$ cat src/pkg/tpio_pkg.sv
package tpio_pkg;
  // register indices on the plain register port (byte-free, one register per address)
  localparam logic [3:0] ADDR_IOC_CH1 = 4'h0;
  localparam logic [3:0] ADDR_IOL_CH0 = 4'h1;
  localparam logic [3:0] ADDR_IOL_CH3 = 4'h2;
  localparam logic [3:0] ADDR_IOL_CH4 = 4'h3;
  localparam logic [3:0] ADDR_IOU_CH5 = 4'h4;
  localparam logic [3:0] ADDR_IOV_CH5 = 4'h5;
  localparam logic [3:0] ADDR_IOW_CH5 = 4'h6;
  localparam logic [3:0] ADDR_CNT = 4'h7;
  localparam logic [3:0] ADDR_GRA1 = 4'h8;
  localparam logic [3:0] ADDR_GRA0 = 4'h9;
  localparam logic [3:0] ADDR_STATUS = 4'hA;
  localparam logic [3:0] ADDR_MASK = 4'hB;
  localparam logic [3:0] ADDR_RUN = 4'hC;
  localparam logic [3:0] ADDR_MODE0 = 4'hD;
  // field layout
  localparam int IOC_D_LSB = 4;
  localparam int IOC_C_LSB = 0;
  localparam logic [7:0] CH5_FIELD_MASK = 8'h1F;
  localparam logic [7:0] IO_RST = 8'h00;
  localparam logic [15:0] CNT_RST = 16'h0000;
  localparam logic [15:0] GR_RST = 16'hFFFF;
  // status bits
  localparam int ST_MATCH1 = 0;
  localparam int ST_CAPT1 = 1;
  localparam int ST_MATCH0 = 2;
  localparam int ST_WIDTH = 3;
  // synchroniser depth for the pin input
  localparam int SYNC_STAGES = 3;
  typedef struct packed {
    logic wr;
    logic rd;
    logic [3:0] addr;
    logic [15:0] wdata;
  } tpio_bus_s;
  typedef enum logic [1:0] {
    TPIO_CMP,
    TPIO_CAP_EDGE,
    TPIO_CAP_CH0
  } tpio_mode_e;
endpackage

$ cat src/rtl/tpio_pin_sync.sv
// three-stage synchroniser with edge detect on disagreement of stages two and three
module tpio_pin_sync (
  // clock and reset
  input wire logic clk,
  input wire logic sys_rst,
  // pin and results
  input wire logic pinIn,
  output logic pinLevel,
  output logic riseEvt,
  output logic fallEvt
);
  logic [tpio_pkg::SYNC_STAGES-1:0] stage_ff;

  // stage 0 feeds only stage 1; edges come from stages 1 and 2
  always_ff @(posedge clk) begin
    if (sys_rst) begin
      stage_ff <= '0;
    end else begin
      stage_ff <= {stage_ff[tpio_pkg::SYNC_STAGES-2:0], pinIn};
    end
  end

  assign pinLevel = stage_ff[2];
  assign riseEvt = stage_ff[1] & ~stage_ff[2];
  assign fallEvt = ~stage_ff[1] & stage_ff[2];
endmodule

$ cat src/rtl/tpio_top.sv
// Behaviour
// - code 0011/0111: toggle pin on match
// - code 0x01: drive low on match
// - code 0x10: drive high on match
// - 0000/0100 retain; low after reset
// - code 1000: capture counter on rising edge
// - code 1001: capture counter on falling edge
// - code 101x: capture on both edges
// - code 11xx: capture on channel-0 event
// - low control regs: D field 7:4, C 3:0
// - channel-5 regs: 5-bit field, top reads zero
//
// The placing of the registers and the address-and-strobe port are this design's own decisions.
module tpio_top (
  // clock and reset
  input wire logic clk,
  input wire logic sys_rst,
  // register port
  input wire tpio_pkg::tpio_bus_s busReq,
  output logic [15:0] rdData,
  // timer pins
  input wire logic ch1PinAIn,
  output logic ch1PinAOut,
  output logic ch1PinAOe_n,
  // interrupt
  output logic irq
);
  logic [3:0] ioCtrlA_ff;
  logic [7:0] ioLow_ff [3];
  logic [4:0] ioCh5_ff [3];
  logic [15:0] count_ff;
  logic [15:0] grA1_ff;
  logic [15:0] grA0_ff;
  logic ch0Capture_ff;
  logic run_ff;
  logic [tpio_pkg::ST_WIDTH-1:0] status_ff;
  logic [tpio_pkg::ST_WIDTH-1:0] mask_ff;
  logic pinOut_ff;
  logic [15:0] rdData_ff;
  logic pinLevel;
  logic riseEvt;
  logic fallEvt;
  logic match1;
  logic match0;
  logic capEvt;
  logic ch0Evt;
  logic ioWrite;
  logic [tpio_pkg::ST_WIDTH-1:0] evtVec;
  logic [1:0] nxt_pinOut;
  tpio_pkg::tpio_mode_e mode;

  // decode of the 4-bit code into its broad mode
  function automatic tpio_pkg::tpio_mode_e decodeMode(input logic [3:0] code);
    if (!code[3]) begin
      decodeMode = tpio_pkg::TPIO_CMP;
    end else if (code[2]) begin
      decodeMode = tpio_pkg::TPIO_CAP_CH0;
    end else begin
      decodeMode = tpio_pkg::TPIO_CAP_EDGE;
    end
  endfunction

  tpio_pin_sync u_sync (
    .clk(clk),
    .sys_rst(sys_rst),
    .pinIn(ch1PinAIn),
    .pinLevel(pinLevel),
    .riseEvt(riseEvt),
    .fallEvt(fallEvt)
  );

  assign mode = decodeMode(ioCtrlA_ff);
  assign ioWrite = busReq.wr && (busReq.addr == tpio_pkg::ADDR_IOC_CH1);
  // match only counts while the counter runs, so a stopped timer stays quiet
  assign match1 = run_ff && (count_ff == grA1_ff) && (mode == tpio_pkg::TPIO_CMP);
  assign match0 = run_ff && (count_ff == grA0_ff) && !ch0Capture_ff;
  // channel 0 capture source: counter value reaching its register also serves
  assign ch0Evt = match0 || (ch0Capture_ff && run_ff && count_ff == grA0_ff);

  // capture source selection per code
  always_comb begin
    capEvt = 1'b0;
    case (mode)
      tpio_pkg::TPIO_CAP_EDGE: begin
        if (ioCtrlA_ff[1]) begin
          capEvt = riseEvt | fallEvt;
        end else if (ioCtrlA_ff[0]) begin
          capEvt = fallEvt;
        end else begin
          capEvt = riseEvt;
        end
      end
      tpio_pkg::TPIO_CAP_CH0: capEvt = ch0Evt;
      default: capEvt = 1'b0;
    endcase
  end

  // next pin level: bit 1 flags a loaded value, bit 0 the level
  always_comb begin
    nxt_pinOut = {1'b0, pinOut_ff};
    if (ioWrite && !busReq.wdata[3]) begin
      // writing a compare code other than 0000/0100 sets the initial level from bit 2
      if (busReq.wdata[1:0] != 2'b00) begin
        nxt_pinOut = {1'b1, busReq.wdata[2]};
      end
    end else if (match1) begin
      case (ioCtrlA_ff[1:0])
        2'b01: nxt_pinOut = 2'b10;
        2'b10: nxt_pinOut = 2'b11;
        2'b11: nxt_pinOut = {1'b1, ~pinOut_ff};
        default: nxt_pinOut = {1'b0, pinOut_ff};
      endcase
    end
  end

  // pin output register; low out of reset until configured
  always_ff @(posedge clk) begin
    if (sys_rst) begin
      pinOut_ff <= 1'b0;
    end else begin
      pinOut_ff <= nxt_pinOut[0];
    end
  end

  // pin drives only in compare mode; enable is active low
  assign ch1PinAOut = pinOut_ff;
  assign ch1PinAOe_n = (mode != tpio_pkg::TPIO_CMP);

  // channel 1 code register
  always_ff @(posedge clk) begin
    if (sys_rst) begin
      ioCtrlA_ff <= tpio_pkg::IO_RST[3:0];
    end else if (ioWrite) begin
      ioCtrlA_ff <= busReq.wdata[3:0];
    end
  end

  // low control registers for channels 0, 3, 4 and channel-5 registers
  genvar gi;
  generate
    for (gi = 0; gi < 3; gi++) begin : g_io
      always_ff @(posedge clk) begin
        if (sys_rst) begin
          ioLow_ff[gi] <= tpio_pkg::IO_RST;
          ioCh5_ff[gi] <= tpio_pkg::IO_RST[4:0];
        end else if (busReq.wr) begin
          if (busReq.addr == 4'(tpio_pkg::ADDR_IOL_CH0 + gi)) begin
            ioLow_ff[gi] <= busReq.wdata[7:0];
          end
          if (busReq.addr == 4'(tpio_pkg::ADDR_IOU_CH5 + gi)) begin
            ioCh5_ff[gi] <= busReq.wdata[4:0];
          end
        end
      end
    end
  endgenerate

  // counter, run control and channel 0 mode
  always_ff @(posedge clk) begin
    if (sys_rst) begin
      count_ff <= tpio_pkg::CNT_RST;
      run_ff <= 1'b0;
      ch0Capture_ff <= 1'b0;
    end else begin
      if (busReq.wr && busReq.addr == tpio_pkg::ADDR_CNT) begin
        count_ff <= busReq.wdata;
      end else if (run_ff) begin
        count_ff <= count_ff + 16'h0001;
      end
      if (busReq.wr && busReq.addr == tpio_pkg::ADDR_RUN) begin
        run_ff <= busReq.wdata[0]; // restart comes last in the recovery order
      end
      if (busReq.wr && busReq.addr == tpio_pkg::ADDR_MODE0) begin
        ch0Capture_ff <= busReq.wdata[0];
      end
    end
  end

  // general register A of channel 1: written by software or by capture
  always_ff @(posedge clk) begin
    if (sys_rst) begin
      grA1_ff <= tpio_pkg::GR_RST;
    end else if (capEvt) begin
      grA1_ff <= count_ff; // capture beats a same-cycle write
    end else if (busReq.wr && busReq.addr == tpio_pkg::ADDR_GRA1) begin
      grA1_ff <= busReq.wdata;
    end
  end

  // general register A of channel 0
  always_ff @(posedge clk) begin
    if (sys_rst) begin
      grA0_ff <= tpio_pkg::GR_RST;
    end else if (busReq.wr && busReq.addr == tpio_pkg::ADDR_GRA0) begin
      grA0_ff <= busReq.wdata;
    end
  end

  assign evtVec = {ch0Evt, capEvt, match1};

  // sticky status, write one to clear; a new event wins over the clear
  always_ff @(posedge clk) begin
    if (sys_rst) begin
      status_ff <= '0;
    end else if (busReq.wr && busReq.addr == tpio_pkg::ADDR_STATUS) begin
      status_ff <= (status_ff & ~busReq.wdata[tpio_pkg::ST_WIDTH-1:0]) | evtVec;
    end else begin
      status_ff <= status_ff | evtVec;
    end
  end

  // interrupt mask
  always_ff @(posedge clk) begin
    if (sys_rst) begin
      mask_ff <= '0;
    end else if (busReq.wr && busReq.addr == tpio_pkg::ADDR_MASK) begin
      mask_ff <= busReq.wdata[tpio_pkg::ST_WIDTH-1:0];
    end
  end

  // combine: flag and request appear together the edge after the match
  assign irq = |(status_ff & mask_ff);

  // read data, valid the cycle after the read strobe only
  always_ff @(posedge clk) begin
    if (sys_rst) begin
      rdData_ff <= 16'h0000;
    end else if (busReq.rd) begin
      case (busReq.addr)
        tpio_pkg::ADDR_IOC_CH1: rdData_ff <= {12'h000, ioCtrlA_ff};
        tpio_pkg::ADDR_IOL_CH0: rdData_ff <= {8'h00, ioLow_ff[0]};
        tpio_pkg::ADDR_IOL_CH3: rdData_ff <= {8'h00, ioLow_ff[1]};
        tpio_pkg::ADDR_IOL_CH4: rdData_ff <= {8'h00, ioLow_ff[2]};
        tpio_pkg::ADDR_IOU_CH5: rdData_ff <= {11'h000, ioCh5_ff[0]};
        tpio_pkg::ADDR_IOV_CH5: rdData_ff <= {11'h000, ioCh5_ff[1]};
        tpio_pkg::ADDR_IOW_CH5: rdData_ff <= {11'h000, ioCh5_ff[2]};
        tpio_pkg::ADDR_CNT: rdData_ff <= count_ff;
        tpio_pkg::ADDR_GRA1: rdData_ff <= grA1_ff;
        tpio_pkg::ADDR_GRA0: rdData_ff <= grA0_ff;
        tpio_pkg::ADDR_STATUS: rdData_ff <= {13'h0000, status_ff};
        tpio_pkg::ADDR_MASK: rdData_ff <= {13'h0000, mask_ff};
        tpio_pkg::ADDR_RUN: rdData_ff <= {15'h0000, run_ff};
        tpio_pkg::ADDR_MODE0: rdData_ff <= {15'h0000, ch0Capture_ff};
        default: rdData_ff <= 16'h0000;
      endcase
    end else begin
      rdData_ff <= 16'h0000;
    end
  end
  assign rdData = rdData_ff;

  // assertions
  a_toggle_on_match: assert property (@(posedge clk) disable iff (sys_rst)
    match1 && !ioWrite && ioCtrlA_ff[1:0] == 2'b11 |=> pinOut_ff != $past(pinOut_ff))
    else $error("pin did not toggle on match");
  a_low_on_match: assert property (@(posedge clk) disable iff (sys_rst)
    match1 && !ioWrite && ioCtrlA_ff[1:0] == 2'b01 |=> !pinOut_ff)
    else $error("pin not low after match");
  a_high_on_match: assert property (@(posedge clk) disable iff (sys_rst)
    match1 && !ioWrite && ioCtrlA_ff[1:0] == 2'b10 |=> pinOut_ff)
    else $error("pin not high after match");
  a_retain_level: assert property (@(posedge clk) disable iff (sys_rst)
    !ioWrite && ioCtrlA_ff[1:0] == 2'b00 && !ioCtrlA_ff[3] |=> $stable(pinOut_ff))
    else $error("pin changed in retain mode");
  a_rise_capture: assert property (@(posedge clk) disable iff (sys_rst)
    ioCtrlA_ff == 4'h8 && riseEvt |=> grA1_ff == $past(count_ff))
    else $error("rising edge capture missed");
  a_fall_capture: assert property (@(posedge clk) disable iff (sys_rst)
    ioCtrlA_ff == 4'h9 && fallEvt |=> grA1_ff == $past(count_ff))
    else $error("falling edge capture missed");
  a_both_capture: assert property (@(posedge clk) disable iff (sys_rst)
    ioCtrlA_ff[3:1] == 3'b101 && (riseEvt || fallEvt) |=> grA1_ff == $past(count_ff))
    else $error("both edge capture missed");
  a_ch0_capture: assert property (@(posedge clk) disable iff (sys_rst)
    ioCtrlA_ff[3:2] == 2'b11 && ch0Evt |=> grA1_ff == $past(count_ff))
    else $error("channel 0 linked capture missed");
  a_flag_irq: assert property (@(posedge clk) disable iff (sys_rst)
    match1 && mask_ff[tpio_pkg::ST_MATCH1] |=> status_ff[tpio_pkg::ST_MATCH1] && irq)
    else $error("match flag or interrupt missing");
endmodule

$ cat config.mk
export PLATFORM = sky130hd
export DESIGN_NAME = tpio_top
export DESIGN_NICKNAME = d
export VERILOG_FILES = /design/src/pkg/tpio_pkg.sv /design/src/rtl/tpio_pin_sync.sv /design/src/rtl/tpio_top.sv
export SDC_FILE = /design/constraint.sdc
export NUM_CORES = 1
export LEC_CHECK = 0
export ABC_AREA = 0
export BUFFER_PORTS_ARGS = -buffer_cell sky130_fd_sc_hd__buf_2
export CAP_MARGIN = 30
export CORE_MARGIN = 2
export CORE_UTILIZATION = 25
export CTS_CLUSTER_DIAMETER = 80
export DETAILED_ROUTE_END_ITERATION = 6
export HOLD_SLACK_MARGIN = 0.12
export SETUP_SLACK_MARGIN = 0.3
export SYNTH_ARGS = -nofsm -noshare
export SYNTH_HDL_FRONTEND = slang
export SYNTH_HIERARCHICAL = 1
export SYNTH_SLANG_ARGS = --single-unit
$ cat constraint.sdc
create_clock -name clk -period 6.17 [get_ports clk]
set_clock_uncertainty 0.2 [all_clocks]
set_input_delay 0.617 -clock clk [delete_from_list [all_inputs] [get_ports clk]]
set_output_delay 0.617 -clock clk [all_outputs]
set_load 0.05 [all_outputs]
* Word level (Yosys, flattened, before mapping) *
Memory sizes are Yosys's and may differ from the RTL's.
Index checks and enable logic that the tools add are counted.

storage, ports and cells
  ROM bits = 0
  bits in registers = 80
  bits in writable memories = 39
  memories kept = 2
  bits in latches = 0
  output and inout bits = 19
  word-level logic and storage cells = 129
  bits of input ports = 25

memory list
  name      depth  bits a word  read ports  clocked after memory_dff  write ports  line            source
  ioLow_ff  3      8            3           0                         3            tpio_top.sv:29  logic [7:0] ioLow_ff [3];
  ioCh5_ff  3      5            3           0                         3            tpio_top.sv:30  logic [4:0] ioCh5_ff [3];

cells by class
  $mul = 0
  reduce and logical (&&, ||, !) cells = 29
  add/sub/neg operators = 1
  div/mod/pow operators = 0
  magnitude comparators = 0
  bitwise gates (word level) = 18
  multiplexer cells = 47
  eq/ne operators = 21
  shift-type cells = 0

operators with widths
  kind                     count
  $pmux W16 S14            1
  $mux W16                 4
  $eq A16 B16 Y1           2
  $mux W1                  31
  $eq A4 B4 Y1 const B     6
  $mux W8                  3
  $add A16 B1 Y16 const B  1
  $eq A4 B3 Y1 const B     4
  $logic_and A1 B1 Y1      15
  $mux W5                  3
  $reduce_bool A2 Y1       5
  $eq A4 B2 Y1 const B     2
  $or A1 B1 Y1             7
  $and A3 B3 Y3            2
  $eq A2 B2 Y1 const B     3
  $or A3 B3 Y3             2
  $eq A2 B1 Y1 const B     2
  $eq A4 B1 Y1 const B     1
  $logic_not A4 Y1         1
  $mux W2                  2
  $not A1 Y1               4
  $reduce_bool A4 Y1       1
  $mux W3                  1
  $not A3 Y3               1
  10 further kinds         12

* Depth between registers and ports, before layout *
  word-level depth = 7
  depth in mapped cells = 8
  mapped depth without buffers = 6

* Modules after synthesis *
Netlist, hierarchy kept.

modules (own cells, without submodules)
  module         area an instance (sq um)  sequential area each (sq um)  cells an instance  instances
  tpio_top       6120.9                    2712.6                        653                1
  tpio_pin_sync  91.3                      60.1                          8                  1

* Worst setup path after synthesis *
No wires, ideal clock.

  kind = input to register
  start = in busReq[19] (netlist name)
  end = mem ioLow_ff[0][0] (enable)
  path buffers = 3
  required time = 5.644 ns
  arrival time = 1.716 ns
  slack = 3.929 ns
  cell stages on the path = 5
  library setup time = 0.326 ns
  cell sequence = buf_2 > buf_2 > buf_2 > nor3_1 > a21o_1

RTL lines
  item         line            source
  from (decl)  tpio_top.sv:19  input wire tpio_pkg::tpio_bus_s busReq,
  to (decl)    tpio_top.sv:29

* Worst setup path in the final report *
  start = in busReq[18] (netlist name)
  end = reg count_ff[11]

between the ends
  longest elaborated chain between the ends = 3
  elaborated cells on any way between the ends = 4
  classes of those cells = 1 x eq/ne; 1 x mux; 2 x reduce/logical

RTL lines
  item                                            line             source
  $eq A4 B3 Y1 (*)                                tpio_top.sv:165  if (busReq.wr && busReq.addr == tpio_pkg::ADDR_CNT) begin
  $logic_and A1 B1 Y1 (*)                         tpio_top.sv:165
  $mux W16 or $reduce_bool A2 Y1 (tied branches)  n/a
  to (signal assigned)                            tpio_top.sv:161  count_ff <= tpio_pkg::CNT_RST;
  to (signal assigned)                            tpio_top.sv:166  count_ff <= busReq.wdata;
  to (signal assigned)                            tpio_top.sv:168  count_ff <= count_ff + 16'h0001;
  to (decl)                                       tpio_top.sv:31   logic [15:0] count_ff;

Mark *: on every way between the ends. The rest lies on a longest branch, timed or not.
A chain may end at the register's enable or synchronous reset.

==> results.json <==
{
  "yosysTopAreaCell": "dfxtp_1",
  "ys.flop_type": "dfxtp_1",
  "grt_pass1_wl_um": 27600,
  "finalSetupTns_ns": 0,
  "numPortBuffers": 43,
  "setup_viol": 0,
  "die-area_sq_um": 26100,
  "slew_headroom": 0.321,
  "endpoint": "count_ff[11]",
  "syn_to_final_growth_pct": 15.6,
  "arrival_ns": 3.14,
  "cts_root_buffer": "clkbuf_16",
  "ios": 44,
  "post_cts_resize_count": 0,
  "seq_area_frac_synth": 0.446,
  "grt_max_degree": 91,
  "p_leak_nw": 2.53,
  "ys_seq_elements": 119,
  "grt_pass1_vias": 4789,
  "critPathMaxStageDelay_ns": 0.56,
  "layout.nets": 697,
  "cts_hold_buffers": 0,
  "ant_nets": 0,
  "viasPerCell": 4.91,
  "reg2reg_slack_ns": 3.58,
  "drcViolationCount": 0,
  "synthCells": 661,
  "routed_wl_um": 17800,
  "htree_levels": 4,
  "critPathLaunchType": "input port",
  "fp.dieW_um": 162,
  "syn_nets": 687,
  "numCtsBuffers": 17,
  "drive_above_1_share": 0.140,
  "hold_viol": 0,
  "rows": 57,
  "crit_chain": "buf_2 -> nor2b_1 -> and3_1 -> nand2_1 -> buf_8 -> nor2_1 -> a211oi_1",
  "whs_ns": 0.223,
  "drv_cap": 0,
  "cts_buffer_depth": 2,
  "synth_cell_types": 56,
  "antenna_found_initial": 0,
  "hold_path_class": "in2reg",
  "cts.sinks": 119,
  "grt_busiest_layer": "met2",
  "grt_overflow_total": 0,
  "fin_cells": 1008,
  "synthArstFlopShare": 0,
  "core_area_sq_um": 24400,
  "synth_area_per_cell_sq_um": 9.40,
  "syn_area_sq_um": 6210,
  "ys.warnings.count": 6,
  "finalMaxSlewViolations": 0,
  "dp_hpwl_um": 11900,
  "synth_area_leaders": "dfxtp_1 26%, edfxtp_1 19%, mux2i_1 4.7%",
  "clk_latency_ns": 0.43,
  "regArea_sq_um": 2770,
  "synth_edf_count": 39,
  "critPathSlowestCell": "buf_2",
  "cts_tree": "done",
  "r2r_cells": 5,
  "crit_required_ns": 6.23,
  "cts_setup_buffers": 0,
  "worst-path-max-fanout": 40,
  "crit_type": "in2reg",
  "placed_cells": 976,
  "routabilityCongestion": 0.868,
  "multi_input_area_sq_um": 3110,
  "peakVddDrop_mv": 0.200,
  "worst_slew_pin_slew_ns": 1.01,
  "antenna_cells": 0,
  "r2r_end": "grA1_ff[11]",
  "fillers": 2574,
  "drt-wirelength-per-cell_um": 17.6,
  "drt-initial-drc-count": 456,
  "critPathCaptureType": "register",
  "netlist.area_leader.share": 0.258,
  "clock.fmax_mhz": 325,
  "grt.met3_usage": 0.0352,
  "rsz0062_at_grt": "no",
  "cp-startpoint": "busReq[18]",
  "die_y_um": 162,
  "clk_pin_slew_ns": 0.05,
  "r2r_start": "count_ff[3]",
  "min_period_over_period": 0.499,
  "use_met1": 0.183,
  "vias": 4951,
  "gr-usage-met2": 0.215,
  "gr-usage-all-layers": 0.140,
  "p_per_area_nw_per_um2": 282,
  "firstDrtPassIters": 7,
  "period_minus_slack_ns": 3.08,
  "initial_utilization": 0.255,
  "status": "finished, final reports clean"
}
cell usage after synthesis, drive strengths merged (20+ instances only):
cell	number
nor2b	28
a21oi	24
nand2	58
nor2	64
xor2	20
a211oi	34
dfxtp	80
mux2i	29
and2	31
xnor2	27
nand3b	20
edfxtp	39
clkbuf	31
buf	28
kinds of logic after synthesis:
group           share of synthesized area
simple gates                        0.226
flops                               0.446
buf+inv                            0.0542
fa+ha+maj                         0.00201
mux                                0.0612
xor+xnor                           0.0687
compound gates                      0.141
worst min-delay path by stage:
stage	from	end	depth (start not counted)
6_report	ch1PinAIn	u_sync/stage_ff[0]	2
4_1_cts	ch1PinAIn	u_sync/stage_ff[0]	2
3_5_place_dp	u_sync/stage_ff[0]	u_sync/stage_ff[1]	1
2_1_floorplan	u_sync/stage_ff[0]	u_sync/stage_ff[1]	1
3_3_place_gp	u_sync/stage_ff[0]	u_sync/stage_ff[1]	1
5_1_grt	ch1PinAIn	u_sync/stage_ff[0]	2
cells in the final DEF, fill, tap and decap left out, types with 17 or more instances in the layout:
cell	Yosys	final
dfxtp_1	80	80
clkbuf_16	0	17
buf_2	16	45
nand2_1	58	58
a21oi_1	24	24
xnor2_1	27	27
mux2i_1	29	29
nand3b_1	20	20
xor2_1	18	18
and2_1	31	31
edfxtp_1	39	39
nor2b_1	28	28
nor2_1	64	64
a211oi_1	34	34
per-layer routing:
metal	part of all wire	vias to the layer above	routed length (um)
li1	-	2358	-
met1	0.46	2394	8220
met2	0.46	167	8100
met3	0.052	32	916
met4	0.029	0	516
met5	0	-	0
worst max-delay path, delay by kind of cell:
family          cells  cell delay (ns)
simple gates        4             1.56
compound gates      1             0.05
buf+inv             2             0.87
area by class of cell:
class,count,share of cell area
multi-input cells,475,0.433
well taps,324,0.0564
repair buffers,50,0.0376
clock inverters,12,0.0220
inverters,8,0.00418
clock buffers,20,0.0608
flip-flops and latches,119,0.386
where the power goes:
part	internal, mW	switching, mW	total (mW)
clock network	0.666	0.352	1.02
logic	0.0492	0.102	0.151
registers	0.837	0.0189	0.855
stage by stage:
stage	worst slack, ns	area [sq um]	total power [mW]	utilization
global placement	2.63	6560	1.02	0.269
detailed placement	2.71	6590	1.02	0.270
global route	2.85	7180	2.09	0.294
floorplan	3.93	6210	0.971	-
CTS	3.16	7180	2.04	0.294
finish	3.09	7180	2.03	0.294
state kept, by name, summed over array words and instances, names as in the netlist, 4 cells and up:
register and flops:
grA1_ff 16, ioCh5_ff 15, rdData 16, count_ff 16
grA0_ff 16, ioCtrlA_ff 4, ioLow_ff 24
(Power assumes the default switching activity.)
